File: config.mk
export PLATFORM = sky130hd
export DESIGN_NAME = logic_cell_arith_ram
export DESIGN_NICKNAME = d
export VERILOG_FILES = /design/src/hw/logic_cell_pkg.sv /design/src/hw/logic_cell_arith_ram.sv /design/src/hw/ram16x1_slice.sv
export SDC_FILE = /design/constraint.sdc
export NUM_CORES = 1
export LEC_CHECK = 0
export BUFFER_PORTS_ARGS = -buffer_cell sky130_fd_sc_hd__buf_2
export CAP_MARGIN = 25
export CORE_ASPECT_RATIO = 1.25
export CORE_MARGIN = 2
export CORE_UTILIZATION = 34
export DETAILED_ROUTE_END_ITERATION = 8
export GPL_ROUTABILITY_DRIVEN = 0
export GPL_TIMING_DRIVEN = 0
export SETUP_SLACK_MARGIN = 0.05
export SLEW_MARGIN = 5
export SYNTH_ARGS = -nofsm -noshare
export SYNTH_HDL_FRONTEND = slang
export SYNTH_HIERARCHICAL = 1
export SYNTH_SLANG_ARGS = --single-unit
File: constraint.sdc
create_clock -name sys_clk -period 4.88 [get_ports sys_clk]
set_input_delay 0.732 -clock sys_clk [delete_from_list [all_inputs] [get_ports sys_clk]]
set_output_delay 0.732 -clock sys_clk [all_outputs]
set_load 0.01 [all_outputs]
File: src/hw/logic_cell_pkg.sv
package logic_cell_pkg;

  // ------------------------------------------------------------
  // Cell modes
  // ------------------------------------------------------------
  typedef enum logic [2:0] {
    MODE_PRELOAD_ADD,
    MODE_PRELOAD_SUB,
    MODE_ADDSUB,
    MODE_MULT,
    MODE_RAM16,
    MODE_RAM32
  } cellMode_e;

  // ------------------------------------------------------------
  // Sizes and reset values
  // ------------------------------------------------------------
  localparam int          RAM16_DEPTH = 16;
  localparam int          RAM16_AW    = 4;
  localparam int          RAM32_AW    = 5;
  localparam logic        FLOP_RESET  = 1'h0;
  localparam logic        MEM_RESET   = 1'h0;

  // ------------------------------------------------------------
  // Arithmetic operands and RAM port
  // ------------------------------------------------------------
  typedef struct packed {
    logic opX;
    logic opY;
    logic carryIn;
    logic preloadValue;
    logic preloadSelect;
    logic subtract;
    logic partialInput;
  } arithIn_s;

  typedef struct packed {
    logic [RAM32_AW-1:0] addr;
    logic                writeBit;
    logic                writeStrobe;
  } ramIn_s;

endpackage

File: src/hw/logic_cell_arith_ram.sv
`timescale 1ns/1ns
`default_nettype none
module logic_cell_arith_ram
  import logic_cell_pkg::*;
(
  input  wire logic      sys_clk,
  input  wire logic      nrst,
  input  wire logic      clkEn,
  input  wire cellMode_e mode,
  input  wire arithIn_s  arith,
  input  wire ramIn_s    ram,
  output logic           carryOut,
  output logic           resultDirect,
  output logic           resultReg,
  output logic           ramDirect
);

  // ------------------------------------------------------------
  // Mode decode
  // ------------------------------------------------------------
  logic isPreloadMode;
  logic isRam16Mode;
  logic isRam32Mode;
  logic isRamMode;

  // Group flags; the two unnamed codes fall into no group and never write
  always_comb begin
    isPreloadMode = (mode == MODE_PRELOAD_ADD) || (mode == MODE_PRELOAD_SUB);
    isRam16Mode   = (mode == MODE_RAM16);
    isRam32Mode   = (mode == MODE_RAM32);
    isRamMode     = isRam16Mode || isRam32Mode;
  end

  // ------------------------------------------------------------
  // Operand selection
  // ------------------------------------------------------------
  logic opA;
  logic opB;

  // Subtract as X + ~Y with the chain carry; lsb cell takes carry in of 1
  always_comb begin
    opA = arith.opX;
    opB = arith.opY;
    case (mode)
      MODE_PRELOAD_ADD: begin
        opB = arith.opY;
      end
      MODE_PRELOAD_SUB: begin
        opB = ~arith.opY;
      end
      MODE_ADDSUB: begin
        opB = arith.opY ^ arith.subtract;
      end
      MODE_MULT: begin
        opA = arith.opX & arith.opY;
        opB = arith.partialInput;
      end
      default: begin
        opB = arith.opY;
      end
    endcase
  end

  // ------------------------------------------------------------
  // One-bit full adder
  // ------------------------------------------------------------
  logic rawSum;
  logic rawCarry;

  // One adder serves every form, so all forms share one carry path
  always_comb begin
    rawSum   = opA ^ opB ^ arith.carryIn;
    rawCarry = (opA & opB) | (opA & arith.carryIn) | (opB & arith.carryIn);
  end

  // ------------------------------------------------------------
  // Preload override
  // ------------------------------------------------------------
  logic sumBit;
  logic carryBit;

  // Carry is cleared on preload so a loaded bit cannot ripple upward
  always_comb begin
    sumBit   = rawSum;
    carryBit = rawCarry;
    if (isPreloadMode && arith.preloadSelect) begin
      sumBit   = arith.preloadValue;
      carryBit = 1'h0;
    end
  end

  // ------------------------------------------------------------
  // Memory: two 16x1 slices, upper address bit picks one in 32-deep mode
  // ------------------------------------------------------------
  logic [1:0] sliceRead;
  logic [1:0] sliceWe;
  logic       ramBit;

  genvar gi;
  generate
    for (gi = 0; gi < 2; gi++) begin : gSlice
      // Slice 1 only joins in the 32-deep mode; arithmetic modes never write
      assign sliceWe[gi] = ram.writeStrobe &&
                           ((isRam16Mode && (gi == 0)) ||
                            (isRam32Mode && (ram.addr[RAM32_AW-1] == 1'(gi))));
      ram16x1_slice uSlice (
        .sys_clk  (sys_clk),
        .nrst     (nrst),
        .clkEn    (clkEn),
        .addr     (ram.addr[RAM16_AW-1:0]),
        .writeBit (ram.writeBit),
        .writeEn  (sliceWe[gi]),
        .readBit  (sliceRead[gi])
      );
    end
  endgenerate

  // ------------------------------------------------------------
  // Read path
  // ------------------------------------------------------------
  // Combinational read; the upper address bit only steers in 32-deep mode
  always_comb begin
    if (isRam32Mode) begin
      ramBit = sliceRead[ram.addr[RAM32_AW-1]];
    end else begin
      ramBit = sliceRead[0];
    end
  end

  // ------------------------------------------------------------
  // Arithmetic output flops
  // ------------------------------------------------------------
  logic carryOut_q;
  logic carryOut_d;
  logic resultDirect_q;
  logic resultDirect_d;

  // Hold while the clock enable is low; carry feeds the next cell's carry in
  always_comb begin
    carryOut_d     = carryOut_q;
    resultDirect_d = resultDirect_q;
    if (clkEn) begin
      carryOut_d     = carryBit;
      resultDirect_d = sumBit;
    end
  end

  // Registers only
  always_ff @(posedge sys_clk or negedge nrst) begin
    if (!nrst) begin
      carryOut_q     <= FLOP_RESET;
      resultDirect_q <= FLOP_RESET;
    end else begin
      carryOut_q     <= carryOut_d;
      resultDirect_q <= resultDirect_d;
    end
  end

  // ------------------------------------------------------------
  // Cell flop
  // ------------------------------------------------------------
  logic cellFlop_q;
  logic cellFlop_d;

  // Captures whichever function is active; costs one cycle of latency
  always_comb begin
    cellFlop_d = cellFlop_q;
    if (clkEn) begin
      cellFlop_d = isRamMode ? ramBit : sumBit;
    end
  end

  // Registers only
  always_ff @(posedge sys_clk or negedge nrst) begin
    if (!nrst) begin
      cellFlop_q <= FLOP_RESET;
    end else begin
      cellFlop_q <= cellFlop_d;
    end
  end

  // ------------------------------------------------------------
  // Read output flop
  // ------------------------------------------------------------
  logic ramDirect_q;
  logic ramDirect_d;

  // Samples the pre-edge contents, so a write shows one edge later
  always_comb begin
    ramDirect_d = ramDirect_q;
    if (clkEn) begin
      ramDirect_d = ramBit;
    end
  end

  // Registers only
  always_ff @(posedge sys_clk or negedge nrst) begin
    if (!nrst) begin
      ramDirect_q <= FLOP_RESET;
    end else begin
      ramDirect_q <= ramDirect_d;
    end
  end

  // ------------------------------------------------------------
  // Outputs
  // ------------------------------------------------------------
  // Every output leaves straight from its flop
  assign carryOut     = carryOut_q;
  assign resultDirect = resultDirect_q;
  assign resultReg    = cellFlop_q;
  assign ramDirect    = ramDirect_q;

endmodule
`default_nettype wire

File: src/hw/ram16x1_slice.sv
`timescale 1ns/1ns
`default_nettype none
module ram16x1_slice
  import logic_cell_pkg::*;
(
  input  wire logic                sys_clk,
  input  wire logic                nrst,
  input  wire logic                clkEn,
  input  wire logic [RAM16_AW-1:0] addr,
  input  wire logic                writeBit,
  input  wire logic                writeEn,
  output logic                     readBit
);

  logic [RAM16_DEPTH-1:0] mem_q;
  logic [RAM16_DEPTH-1:0] mem_d;

  // Next contents: only the addressed bit changes on a write
  always_comb begin
    mem_d = mem_q;
    if (clkEn && writeEn) begin
      mem_d[addr] = writeBit;
    end
  end

  // Write on the active edge only
  always_ff @(posedge sys_clk or negedge nrst) begin
    if (!nrst) begin
      mem_q <= {RAM16_DEPTH{MEM_RESET}};
    end else begin
      mem_q <= mem_d;
    end
  end

  // Read is asynchronous, follows address without a clock
  assign readBit = mem_q[addr];

endmodule
`default_nettype wire

==> reports/results.txt <==
Status = completed
Final setup TNS = 0 ps
Initial antenna violation count = 0
Clk_lat worst skew = 280 ps
Largest area contributor in the netlist = dfrtp_1
FMAX = 0.4568 GHz
Final ANT Viol Nets = 0
Setup crit start kind = input port
H-tree Lvls = 2
CTS Root Cell = clkbuf_8
Crit path kind = in -> reg
Rel. slew slack = 46.57%
RSZ-0062 raised after global routing = false
Max Cap Violations = 0
Worst VDD drop = 0.00009308 V
Pin count of the biggest net entering global routing = 37
Core ar. = 6166 um2
Sequential group share of total power = 49.9%
Post-Syn Area = 2152 um2
Post-layout util = 39.73%
CTS max path bufs = 2
Clock-pin slew on the worst setup and hold paths = 70 ps
Die height = 92.95 um
Final global-route overflow total = 0
Setup violators final = 0
Site row count = 32
Final Total Pwr = 646.1 uW
Fin area = 2450 um2
Share of power burned in combinational logic = 14.9%
Post-Synthesis Cells = 182
Share of Yosys cell area claimed by the top area cell type = 41.86%
Slowest stage delay, CP = 560 ps
Cts bufs inserted = 5
Slew at the pin with the worst max-slew slack = 801.4 ps
Stages on the worst setup path = 6
DP Area = 2354 um2
Cts hold-fix bufs = 0
Number of global-route vias before repair = 1,510
# Post-CTS Setup Buffers = 0
Post-synth top flop = dfrtp_1
Mapped Nets = 203
Wire per inst = 14.19 um
Clock power share = 35.1%
FF-to-FF path depth = 6
Vias = 1,485
Sequential area share after synthesis = 41.86%
Slew Limit Fails = 0
Final net count = 229
Die width = 75.16 um
Post-Route WL = 4157 um
CTS tree = done
CP delay by family, top = compound AO/OA/AOI/OAI gates
Final critical-path share of the clock period = 44.86%
Minimum clock period = 2189 ps
Leak = 0.001111 uW
Crit-path slowest cell = fa_1
Buf/Inv on CP = 2
Yosys reg bits = 36
Power per cell area = 263.7 nW/um2
I/O pins = 24
Worst path arrival time = 2380 ps
Internal power = 487.1 uW
Worst Hold Class = reg -> reg
Total GRT Usage = 13.08%
Async SR Flop Fraction = 100.0%
Post-synth cell types = 37
Sw Share = 24.61%
RR Endpoint = resultReg
DRT iter0 DRCs = 73
Synthesized area per cell = 11.82 um2
Main area contributors after synthesis = dfrtp_1, mux2_2, mux4_1
Clock skew = 3.480 ps
Worst setup EP type = flop
DP HPWL = 2963 um
CTS sink cnt = 36
Initial Utilization = 34.90%
Area of the die = 6986 um2
Critical path required time = 5070 ps
First-pass GRT wire length = 6975 um
# resized after CTS = 0
CP Max Fanout = 7
Layout cell share with drive strength beyond 1 = 38.46%
TritonRoute pass-1 iters = 4
Psw = 159.0 uW
Critical path, cell by cell = buf_2 > inv_2 > o41a_1 > fa_1 > o21ai_0 > o41ai_2
Ant diodes = 0
Fin. Hold Viols = 0
Port Buf Inserts = 19
Post-synth EDFFs = 0
R2r setup slk = 2930 ps
Cell Count, Final, Fillers Out = 293
Area grow syn2layout = 13.84%
Crit path from = mode[1]
Synthesis Warnings = 6
Cells after DPL = 286
Vias per cell = 5.068
RR Startpoint = gSlice[1].uSlice/mem_q[3]
DRC = 0
Critical Path Sink = resultReg
power groups by stage:
stage	registers [uW]	clock network (uW)	logic [uW]
final	323	227	96.6
after global routing	325	249	107
after CTS	323	237	98.1
after detailed placement	328	0	98.0
after global placement	328	0	96.7
after floorplan	329	0	61.6
routing by layer:
metal | routed length, um | share of wire [%] | vias to the layer above | track usage, %
li1 | - | - | 719 | -
met1 | 1983 | 48 | 729 | 17.19
met2 | 1896 | 46 | 31 | 20.25
met3 | 189 | 4.5 | 6 | 3.156
met4 | 87 | 2.1 | 0 | 5.702
met5 | 0 | 0 | - | 0
placed cells by master (no fill, tap or decap), types with 2 or more instances in the layout:
cell       n
dfrtp_1   36
mux2_2    30
nor2_1    23
buf_2     20
nand2_1   12
clkbuf_8   8
buf_6      7
nand3_1    7
nor3_1     7
nand2b_1   6
nand4b_1   5
a21oi_1    4
mux4_1     4
mux4_2     4
inv_1      3
a31oi_1    2
nor4b_1    2
o22ai_1    2
mux2i_1    2
nor2b_1    2
and2b_1    2
a22oi_2    2
clkbuf_1   2
and4bb_2   2
nand4_1    2
through the flow:
stage / hold WS [ps] / worst slack, ps
floorplan: 436.4 / 2578
global placement: 475.8 / 2405
detailed placement: 478.6 / 2399
CTS: 497.2 / 2693
global route: 515.0 / 2621
finish: 488.9 / 2691
sequential cells by signal (all words and copies together), names as in the netlist:
| name | flops |
|---|---|
| ramDirect | 1 |
| resultDirect | 1 |
| gSlice.uSlice/mem_q | 32 |
| carryOut | 1 |
| resultReg | 1 |
kinds of logic (layout without fill, tap and decap cells):
logic type	after synthesis	after routing	share of synthesized area [%]
AOI/OAI and AO/OA	14	14	6.046
adders and majority gates	1	1	0.9303
buffers and inverters	16	42	5.813
DFF	36	36	41.86
muxes	42	42	26.92
and+or+nand+nor	73	73	18.43
worst register-to-register path, stage by stage, from the launching register on:
cell	delay [ps]
dfrtp_1	380
mux4_2	490
a22oi_2	180
nand3_1	140
and3_4	220
a2111oi_4	330
o41ai_2	90
Yosys cell counts (3+ instances only):
| library cell | count |
|---|---|
| a21oi_1 | 4 |
| buf_6 | 7 |
| dfrtp_1 | 36 |
| inv_1 | 3 |
| mux2_2 | 30 |
| mux4_1 | 4 |
| mux4_2 | 4 |
| nand2_1 | 12 |
| nand2b_1 | 6 |
| nand3_1 | 7 |
| nand4b_1 | 5 |
| nor2_1 | 23 |
| nor3_1 | 7 |
final cells by class:
| cell class | count | area, um2 |
|---|---|---|
| Fill cell | 613 | 3716 |
| Multi-Input combinational cell | 130 | 1126 |
| Sequential cell | 36 | 900.9 |
| Buffer | 12 | 110.1 |
| Tap cell | 85 | 106.4 |
| Clock buffer | 7 | 96.34 |
| Timing Repair Buffer | 19 | 95.09 |
| Inverter | 4 | 15.01 |
how the worst min path moves through the flow:
| stage | startpoint | endpoint | slack [ps] | cells past startpoint |
|---|---|---|---|---|
| after floorplan | nrst | carryOut | 440 | 0 |
| after global placement | gSlice[1].uSlice/mem_q[12] | gSlice[1].uSlice/mem_q[12] | 480 | 1 |
| after detailed placement | resultReg | resultReg | 480 | 2 |
| after CTS | resultReg | resultReg | 500 | 2 |
| after global routing | gSlice[1].uSlice/mem_q[12] | gSlice[1].uSlice/mem_q[12] | 510 | 1 |
| final | gSlice[1].uSlice/mem_q[12] | gSlice[1].uSlice/mem_q[12] | 490 | 1 |
Power figures use the tool's default switching activity.
